## src/rtl/lsdc_defs.svh

```systemverilog
// register offsets, field positions and timing counts for the laser drive safety block
`ifndef LSDC_DEFS_SVH
`define LSDC_DEFS_SVH
`define LSDC_ADDR_RANGE_MODE 7'h1A
`define LSDC_ADDR_CURRENT 7'h1C
`define LSDC_ADDR_CURRENT_INV 7'h1D
`define LSDC_ADDR_RANGE_MODE_INV 7'h1F
`define LSDC_BIT_RANGE 7
`define LSDC_CAL_HI 3
`define LSDC_CAL_LO 1
`define LSDC_RST_RANGE_MODE 8'h00
`define LSDC_RST_RANGE_MODE_INV 8'hFF
`define LSDC_RST_CURRENT 8'h00
`define LSDC_RST_CURRENT_INV 8'hFF
`define LSDC_CAL_ON 3'h7
`define LSDC_PULSE_PERIOD_US 100
`define LSDC_PULSE_ON_US 10
`define LSDC_TEST_PERIOD_US 1000
`define LSDC_TEST_SETTLE_US 2
`define LSDC_DET_BLANK_CYC 3
`define LSDC_CLK_MHZ 10
`endif

```

## src/rtl/lsdc_pkg.sv

```systemverilog
// types shared by the laser drive safety block
package lsdc_pkg;
  typedef enum logic [1:0] {
    LSDC_ST_RUN,
    LSDC_ST_TEST_SETTLE,
    LSDC_ST_TEST_CHECK,
    LSDC_ST_FAULT
  } lsdc_state_t;
endpackage

```

## src/rtl/lsdc_wr_if.sv

```systemverilog
// register write strobe carried from the serial receiver to the register file
`timescale 1ns/10ps
interface lsdc_wr_if;
  logic wr_stb;
  logic [6:0] wr_addr;
  logic [7:0] wr_data;
  modport src (output wr_stb, output wr_addr, output wr_data);
  modport dst (input wr_stb, input wr_addr, input wr_data);
endinterface

```

## src/rtl/lsdc_spi_rx.sv

```systemverilog
// serial write receiver: address byte with msb set, then data byte
`timescale 1ns/10ps
module lsdc_spi_rx
  import lsdc_pkg::*;
(
  input wire logic core_clk,
  input wire logic sys_rst,
  input wire logic clk_en,
  input wire logic ncs_n,
  input wire logic sclk,
  input wire logic mosi,
  lsdc_wr_if.src wr
);
  logic [2:0] ncs_sync_r, ncs_sync_nxt;
  logic [2:0] sclk_sync_r, sclk_sync_nxt;
  logic [1:0] mosi_sync_r, mosi_sync_nxt;
  logic [3:0] cnt_r, cnt_nxt;
  logic [7:0] shift_r, shift_nxt;
  logic [6:0] addr_r, addr_nxt;
  logic is_wr_r, is_wr_nxt;
  logic stb_r, stb_nxt;
  logic [7:0] data_r, data_nxt;
  logic rise;
  logic [7:0] byte_in;

  // ****************************************
  // sampling on rising serial clock
  // ****************************************
  always_comb begin
    ncs_sync_nxt = {ncs_sync_r[1:0], ncs_n};
    sclk_sync_nxt = {sclk_sync_r[1:0], sclk};
    mosi_sync_nxt = {mosi_sync_r[0], mosi};
    rise = sclk_sync_r[1] && !sclk_sync_r[2];
    byte_in = {shift_r[6:0], mosi_sync_r[1]};
    cnt_nxt = cnt_r;
    shift_nxt = shift_r;
    addr_nxt = addr_r;
    is_wr_nxt = is_wr_r;
    data_nxt = data_r;
    stb_nxt = 1'b0;
    // frame end aborts any partial transaction
    if (ncs_sync_r[1]) begin
      cnt_nxt = 4'h0;
    end else if (rise) begin
      shift_nxt = byte_in;
      if (cnt_r == 4'h7) begin
        addr_nxt = byte_in[6:0];
        is_wr_nxt = byte_in[7];
        cnt_nxt = 4'h8;
      end else if (cnt_r == 4'hF) begin
        data_nxt = byte_in;
        stb_nxt = is_wr_r;
        cnt_nxt = 4'h0;
      end else begin
        cnt_nxt = cnt_r + 4'h1;
      end
    end
  end

  always_ff @(posedge core_clk) begin
    if (sys_rst) begin
      ncs_sync_r <= 3'h7;
      sclk_sync_r <= 3'h7;
      mosi_sync_r <= 2'h0;
      cnt_r <= 4'h0;
      shift_r <= 8'h00;
      addr_r <= 7'h00;
      is_wr_r <= 1'b0;
      data_r <= 8'h00;
      stb_r <= 1'b0;
    end else if (clk_en) begin
      ncs_sync_r <= ncs_sync_nxt;
      sclk_sync_r <= sclk_sync_nxt;
      mosi_sync_r <= mosi_sync_nxt;
      cnt_r <= cnt_nxt;
      shift_r <= shift_nxt;
      addr_r <= addr_nxt;
      is_wr_r <= is_wr_nxt;
      data_r <= data_nxt;
      stb_r <= stb_nxt;
    end
  end

  assign wr.wr_stb = stb_r;
  assign wr.wr_addr = addr_r;
  assign wr.wr_data = data_r;
endmodule

```

## src/rtl/lsdc_top.sv

```systemverilog
// laser drive control: range, calibration mode, current setting and single fault shutdown
`timescale 1ns/10ps
`include "lsdc_defs.svh"

// Operation
// - pulsed drive normally, continuous in calibration
// - range bit seven selects high current
// - calibration bits give full duty cycle
// - current setting held with complement copy
// - switch enable low in normal operation
// - cathode fault raises switch enable
// - ground fault turns drive source off
// - detector self tested periodically, once every TEST_PERIOD_CYC run cycles
// - failed self test is a fault
// - writes are address then data bytes
module lsdc_top
  import lsdc_pkg::*;
#(
  parameter int TEST_PERIOD_CYC = `LSDC_TEST_PERIOD_US * `LSDC_CLK_MHZ
)
(
  input wire logic core_clk,
  input wire logic sys_rst,
  input wire logic clk_en,
  input wire logic ncs_n,
  input wire logic sclk,
  input wire logic mosi,
  input wire logic cathode_gnd_det,
  output logic laser_switch_enable_n,
  output logic laser_drive_on,
  output logic laser_range_high,
  output logic [7:0] laser_drive_level,
  output logic cathode_test_pull,
  output logic laser_fault
);
  localparam int PULSE_PERIOD_CYC = `LSDC_PULSE_PERIOD_US * `LSDC_CLK_MHZ;
  localparam int PULSE_ON_CYC = `LSDC_PULSE_ON_US * `LSDC_CLK_MHZ;
  localparam int SETTLE_CYC = `LSDC_TEST_SETTLE_US * `LSDC_CLK_MHZ;
  // detector output decays slowly after the test pull is released
  localparam int BLANK_CYC = `LSDC_DET_BLANK_CYC;

  lsdc_wr_if wr_bus();

  lsdc_spi_rx u_rx (
    .core_clk(core_clk),
    .sys_rst(sys_rst),
    .clk_en(clk_en),
    .ncs_n(ncs_n),
    .sclk(sclk),
    .mosi(mosi),
    .wr(wr_bus)
  );

  // true when a register and its copy are exact complements
  function automatic logic pair_ok(input logic [7:0] a, input logic [7:0] b);
    pair_ok = (a == ~b);
  endfunction

  // ****************************************
  // register file
  // ****************************************
  logic [7:0] range_mode_r, range_mode_nxt;
  logic [7:0] range_mode_inv_r, range_mode_inv_nxt;
  logic [7:0] current_r, current_nxt;
  logic [7:0] current_inv_r, current_inv_nxt;

  always_comb begin
    range_mode_nxt = range_mode_r;
    range_mode_inv_nxt = range_mode_inv_r;
    current_nxt = current_r;
    current_inv_nxt = current_inv_r;
    if (wr_bus.wr_stb) begin
      unique case (wr_bus.wr_addr)
        `LSDC_ADDR_RANGE_MODE: range_mode_nxt = wr_bus.wr_data;
        `LSDC_ADDR_RANGE_MODE_INV: range_mode_inv_nxt = wr_bus.wr_data;
        `LSDC_ADDR_CURRENT: current_nxt = wr_bus.wr_data;
        `LSDC_ADDR_CURRENT_INV: current_inv_nxt = wr_bus.wr_data;
        default: begin
        end
      endcase
    end
  end

  always_ff @(posedge core_clk) begin
    if (sys_rst) begin
      range_mode_r <= `LSDC_RST_RANGE_MODE;
      range_mode_inv_r <= `LSDC_RST_RANGE_MODE_INV;
      current_r <= `LSDC_RST_CURRENT;
      current_inv_r <= `LSDC_RST_CURRENT_INV;
    end else if (clk_en) begin
      range_mode_r <= range_mode_nxt;
      range_mode_inv_r <= range_mode_inv_nxt;
      current_r <= current_nxt;
      current_inv_r <= current_inv_nxt;
    end
  end

  // ****************************************
  // validated settings
  // ****************************************
  logic ctrl_valid, cal_mode, range_bit;
  logic range_pair_ok, current_pair_ok;
  assign range_pair_ok = pair_ok(range_mode_r, range_mode_inv_r);
  assign current_pair_ok = pair_ok(current_r, current_inv_r);
  assign ctrl_valid = range_pair_ok && current_pair_ok;
  assign cal_mode = (range_mode_r[`LSDC_CAL_HI:`LSDC_CAL_LO] == `LSDC_CAL_ON);
  assign range_bit = range_mode_r[`LSDC_BIT_RANGE];

  // ****************************************
  // pulse timer and fault supervisor
  // ****************************************
  logic [1:0] det_sync_r, det_sync_nxt;
  logic [15:0] pulse_cnt_r, pulse_cnt_nxt;
  logic [15:0] test_cnt_r, test_cnt_nxt;
  lsdc_state_t state_r, state_nxt;
  logic drive_r, drive_nxt;
  logic range_out_r, range_out_nxt;
  logic [7:0] level_r, level_nxt;
  logic sw_n_r, sw_n_nxt;
  logic pull_r, pull_nxt;
  logic det;
  logic det_live;

  assign det = det_sync_r[1];
  // ignore the detector while it still echoes the test pull
  assign det_live = det && (test_cnt_r >= 16'(BLANK_CYC));

  always_comb begin
    det_sync_nxt = {det_sync_r[0], cathode_gnd_det};
    state_nxt = state_r;
    test_cnt_nxt = test_cnt_r;
    // pulse phase runs free so mode changes keep the duty
    pulse_cnt_nxt = (pulse_cnt_r == 16'(PULSE_PERIOD_CYC - 1)) ? 16'h0000 : pulse_cnt_r + 16'h0001;
    pull_nxt = 1'b0;
    unique case (state_r)
      LSDC_ST_RUN: begin
        if (det_live) begin
          state_nxt = LSDC_ST_FAULT;
        end else if (test_cnt_r == 16'(TEST_PERIOD_CYC - 1)) begin
          test_cnt_nxt = 16'h0000;
          state_nxt = LSDC_ST_TEST_SETTLE;
          pull_nxt = 1'b1;
        end else begin
          test_cnt_nxt = test_cnt_r + 16'h0001;
        end
      end
      LSDC_ST_TEST_SETTLE: begin
        pull_nxt = 1'b1;
        if (test_cnt_r == 16'(SETTLE_CYC - 1)) begin
          test_cnt_nxt = 16'h0000;
          state_nxt = LSDC_ST_TEST_CHECK;
        end else begin
          test_cnt_nxt = test_cnt_r + 16'h0001;
        end
      end
      LSDC_ST_TEST_CHECK: begin
        state_nxt = det ? LSDC_ST_RUN : LSDC_ST_FAULT;
      end
      LSDC_ST_FAULT: begin
        // only sys_rst leaves this state
        state_nxt = LSDC_ST_FAULT;
      end
    endcase
    drive_nxt = (state_nxt == LSDC_ST_RUN) && ctrl_valid &&
                (cal_mode || (pulse_cnt_nxt < 16'(PULSE_ON_CYC)));
    range_out_nxt = ctrl_valid ? range_bit : range_out_r;
    // current level from validated pair
    // a broken pair keeps the last good setting
    level_nxt = ctrl_valid ? current_r : level_r;
    sw_n_nxt = (state_nxt != LSDC_ST_RUN);
  end

  always_ff @(posedge core_clk) begin
    if (sys_rst) begin
      det_sync_r <= 2'h0;
      pulse_cnt_r <= 16'h0000;
      test_cnt_r <= 16'h0000;
      state_r <= LSDC_ST_RUN;
      drive_r <= 1'b0;
      range_out_r <= 1'b0;
      level_r <= `LSDC_RST_CURRENT;
      sw_n_r <= 1'b0;
      pull_r <= 1'b0;
    end else if (clk_en) begin
      det_sync_r <= det_sync_nxt;
      pulse_cnt_r <= pulse_cnt_nxt;
      test_cnt_r <= test_cnt_nxt;
      state_r <= state_nxt;
      drive_r <= drive_nxt;
      range_out_r <= range_out_nxt;
      level_r <= level_nxt;
      sw_n_r <= sw_n_nxt;
      pull_r <= pull_nxt;
    end
  end

  // ****************************************
  // pin and driver outputs
  // ****************************************
  assign laser_switch_enable_n = sw_n_r;
  assign laser_drive_on = drive_r;
  assign laser_range_high = range_out_r;
  assign laser_drive_level = level_r;
  assign cathode_test_pull = pull_r;
  assign laser_fault = (state_r == LSDC_ST_FAULT);
endmodule

```

## config.mk

```make
export PLATFORM = sky130hd
export DESIGN_NAME = lsdc_top
export DESIGN_NICKNAME = d
export VERILOG_FILES = /design/src/rtl/lsdc_pkg.sv /design/src/rtl/lsdc_wr_if.sv /design/src/rtl/lsdc_spi_rx.sv /design/src/rtl/lsdc_top.sv
export VERILOG_INCLUDE_DIRS = /design/src /design/src/rtl
export SDC_FILE = /design/constraint.sdc
export NUM_CORES = 1
export LEC_CHECK = 0
export BUFFER_PORTS_ARGS = -buffer_cell sky130_fd_sc_hd__buf_2
export CAP_MARGIN = 20
export CORE_ASPECT_RATIO = 1.75
export CORE_UTILIZATION = 49
export DETAILED_ROUTE_END_ITERATION = 10
export GPL_TIMING_DRIVEN = 0
export PLACE_DENSITY = 0.66
export SLEW_MARGIN = 10
export SYNTH_ARGS = -nofsm -noshare
export SYNTH_HDL_FRONTEND = slang
export SYNTH_HIERARCHICAL = 1
export SYNTH_SLANG_ARGS = --single-unit
```

## constraint.sdc

```tcl
create_clock -name core_clk -period 6.4 [get_ports core_clk]
set_input_delay 0.64 -clock core_clk [delete_from_list [all_inputs] [get_ports core_clk]]
set_output_delay 0.64 -clock core_clk [all_outputs]
set_load 0.005 [all_outputs]
```

==> metrics.md <==
| Metric | Value |
|---|---|
| Max-slew violations | 0 |
| Initial Util | 50.2% |
| Worst slew pin tran | approximately 0.98 ns |
| H-Tree Depth | 4 |
| Global-route total usage across every layer | between 20% and 30% |
| Pwr/cell area | between 200 and 300 nW/um^2 |
| Post-synth top flop | dfxtp_1 |
| TritonCTS clock tree | built |
| Yosys warning total | 6 |
| Fillers | about 900 |
| Share of cells above drive strength 1 | between 10% and 20% |
| Routed vias | 4194 |
| Most frequent cells in the layout | 115 x dfxtp_1, 91 x nor2_1, 47 x mux2i_1 |
| DIE HEIGHT | roughly 140 um |
| Worst slew margin | between 30% and 40% |
| EDFF count, synth | 0 |
| VDD IR-drop max | between 0.0002 and 0.00025 V |
| Row count | between 40 and 50 |
| Placer congestion estimate | 0.832 |
| Asr flop ratio synth | 0% |
| IO Pins | 20 |
| Post-CTS setup buffers | 0 |
| Net count, final | ~620 |
| CTS Sinks | about 120 |
| Element type at the critical path start | flip-flop |
| Most common cell after layout, fill and taps aside | dfxtp_1 |
| PnR worst setup slack | a little under 4 ns |
| Kind of critical path | reg -> reg |
| Initial DRC count | roughly 150 |
| Vias in the first global route | about 4100 |
| DP Worst Slack | around 3.8 ns |
| Fmax | a little over 0.4 GHz |
| Fin cells | 754 |
| Seq/Total Area, Yosys | between 40 and 50% |
| N_diodes | 0 |
| Wire per inst | between 15 and 20 um |
| Outcome | completed |
| Global-route wire length before repair | about 19000 um |
| Ratio of final minimum period to clock period | about two fifths |
| RR Endpoint | test_cnt_r[8] |
| Placed Instances | a little over 700 |
| CTS Buf Count | 17 |
| Number of antenna violations at the first check in global routing | 0 |
| Core Region | 10300 sq um |
| Router iterations before antenna repair | 6 |
| Synth cell types | 55 |
| Worst EP required | 6.70 ns |
| Final instance area | between 6000 and 7000 sq um |
| Cells after Synth | between 500 and 600 |
| Final Hold Viols | 0 |
| Final setup TNS | 0 ns |
| R2R Setup Slk | a little under 4 ns |
| Hold_buf cts | 0 |
| GRT overflow | 0 |
| Worst hold stages | 2 |
| Clk Latency, worst-skew pair | a little over 0.4 ns |
| P&R area growth vs syn | 16.9% |
| Max-cap viol count | 0 |
| IO buf count | 19 |
| Avg Cell Area, Syn | 8.98 sq um |
| CP max FO | 10 |
| Tmin final | between 2 and 2.5 ns |
| Setup crit end kind | flip-flop |
| Clk buf depth | 2 |
| Leak pwr | between 2 and 2.5 nW |
| Final setup vio count | 0 |
| Die ar. | between 10000 and 15000 sq um |
| Utilization after layout | between 50% and 60% |
| Post-synthesis sequential element count | 115 |
| HP Start | sclk |
| Die width | approximately 80 um |
| Clk root buf | clkbuf_16 |
| Worst min-delay path class | in -> reg |
| Clock transition at path regs | 0.05 ns |
| Average vias per placed instance | approximately 5.6 |
| Worst Path Arrival | 2.74 ns |
| Unrepaired setup endpoints after global routing | false |
| Netlist Area Pre-Place | 5170 sq um |
| Largest net degree at the start of global routing | 17 |
| Clk_skew | approximately 0.0076 ns |
| Worst reg2reg path depth | 7 |
| Post-DP Area | ~5400 sq um |
| RR Startpoint | test_cnt_r[4] |
| Min-Delay Endpoint | u_rx/sclk_sync_r[0] |
| Hpwl dp | approximately 8500 um |
| Routed WL | around 12000 um |
| PostCTS Resize Cnt | 0 |
| DRC viols | 0 |
| Syn Nets | a little under 600 |
| Antenna-violating nets left | 0 |
## metal layers
layer / wire length [um] / track usage [%] / up-vias
li1: - / - / 2078
met4: 244 / 9.09 / 0
met2: 6440 / 43.5 / 83
met1: 4610 / 22.8 / 2014
met5: 0 / 0 / -
met3: 372 / 6.32 / 19
## Yosys cell counts, drive strengths merged, types with 3 or more instances
| library cell | number | share of area, % |
|---|---|---|
| a211o | 20 | 3.4 |
| a211oi | 4 | 0.82 |
| a21oi | 26 | 2.7 |
| and3 | 6 | 0.73 |
| and4 | 3 | 0.51 |
| buf | 3 | 0.36 |
| clkbuf | 25 | 1.8 |
| dfxtp | 115 | 44 |
| ha | 3 | 0.73 |
| inv | 17 | 1.2 |
| mux2i | 47 | 9.1 |
| nand2 | 42 | 3.0 |
| nand2b | 6 | 0.73 |
| nand3 | 17 | 1.6 |
| nand3b | 4 | 0.82 |
| nand4 | 15 | 1.8 |
| nor2 | 92 | 6.7 |
| nor2b | 14 | 1.7 |
| nor3 | 18 | 2.0 |
| nor4 | 6 | 1.0 |
| o21ai | 15 | 1.5 |
| or3 | 3 | 0.36 |
| or3b | 4 | 0.68 |
| or4 | 4 | 0.65 |
| xnor2 | 13 | 2.2 |
| xor2 | 28 | 4.7 |
## cell families (layout without fill, tap and decap cells)
kind of cell / after synthesis / in the layout / synth area share (%)
and+or+nand+nor: 244 / 244 / 24.1
DFF: 115 / 115 / 44.5
AOI/OAI and AO/OA: 81 / 81 / 11.3
muxes: 47 / 47 / 9.09
buffers and inverters: 45 / 96 / 3.41
xor gates and xnor gates: 41 / 41 / 6.94
adders and majority gates: 3 / 3 / 0.726
## through the flow
step / power [mW] / hold WS (ns)
3_3_place_gp: 0.798 / 0.446
5_1_grt: 1.82 / 0.445
6_report: 1.76 / 0.445
4_1_cts: 1.78 / 0.435
3_5_place_dp: 0.800 / 0.454
2_1_floorplan: 0.781 / 0.431
## worst max-delay path by stage
stage | from | endpoint | slack (ns) | depth (start not counted)
finish | test_cnt_r[4] | test_cnt_r[8] | 3.96 | 7
global route | pulse_cnt_r[0] | laser_drive_on | 3.83 | 6
CTS | test_cnt_r[4] | test_cnt_r[8] | 3.94 | 7
detailed placement | clk_en | range_mode_inv_r[7] | 3.82 | 7
global placement | clk_en | range_mode_inv_r[6] | 3.88 | 7
floorplan | test_cnt_r[11] | test_cnt_r[10] | 4.18 | 6
## power breakdown
| group | leakage [nW] | internal [mW] | total (mW) | switching (mW) |
|---|---|---|---|---|
| sequential | 0.930 | 0.724 | 0.732 | 0.00742 |
| combinational | 1.02 | 0.0184 | 0.0529 | 0.0345 |
| clock | 0.311 | 0.658 | 0.975 | 0.317 |
## worst max-delay path, stage by stage, from the launching register on
cell and delay, ns:
dfxtp_1 0.36, or4_1 0.56, or4_1 0.62, nor3_1 0.21, a21oi_1 0.09, o21bai_4 0.21, buf_4 0.22, nor2_1 0.06
## sequential cells by signal, summed over array words and instances, names as in the netlist, 7 cells and up
| name | flops |
|---|---|
| current_r | 8 |
| laser_drive_level | 8 |
| range_mode_inv_r | 8 |
| u_rx/wr.wr_data | 8 |
| test_cnt_r | 16 |
| u_rx/shift_r | 7 |
| pulse_cnt_r | 16 |
| current_inv_r | 8 |
| range_mode_r | 8 |
| u_rx/wr.wr_addr | 7 |
## cell type report
type | instances | area, sq um | area share, %
buffer | 28 | 113 | 1.86
clock buffer | 22 | 494 | 8.17
sequential | 115 | 2300 | 38.1
multi-input combinational | 416 | 2700 | 44.6
inverter | 17 | 63.8 | 1.05
clock inverter | 10 | 128 | 2.11
tap | 127 | 159 | 2.63
timing repair buffer | 19 | 95.1 | 1.57
No activity file was read; power rests on OpenSTA's default activity.
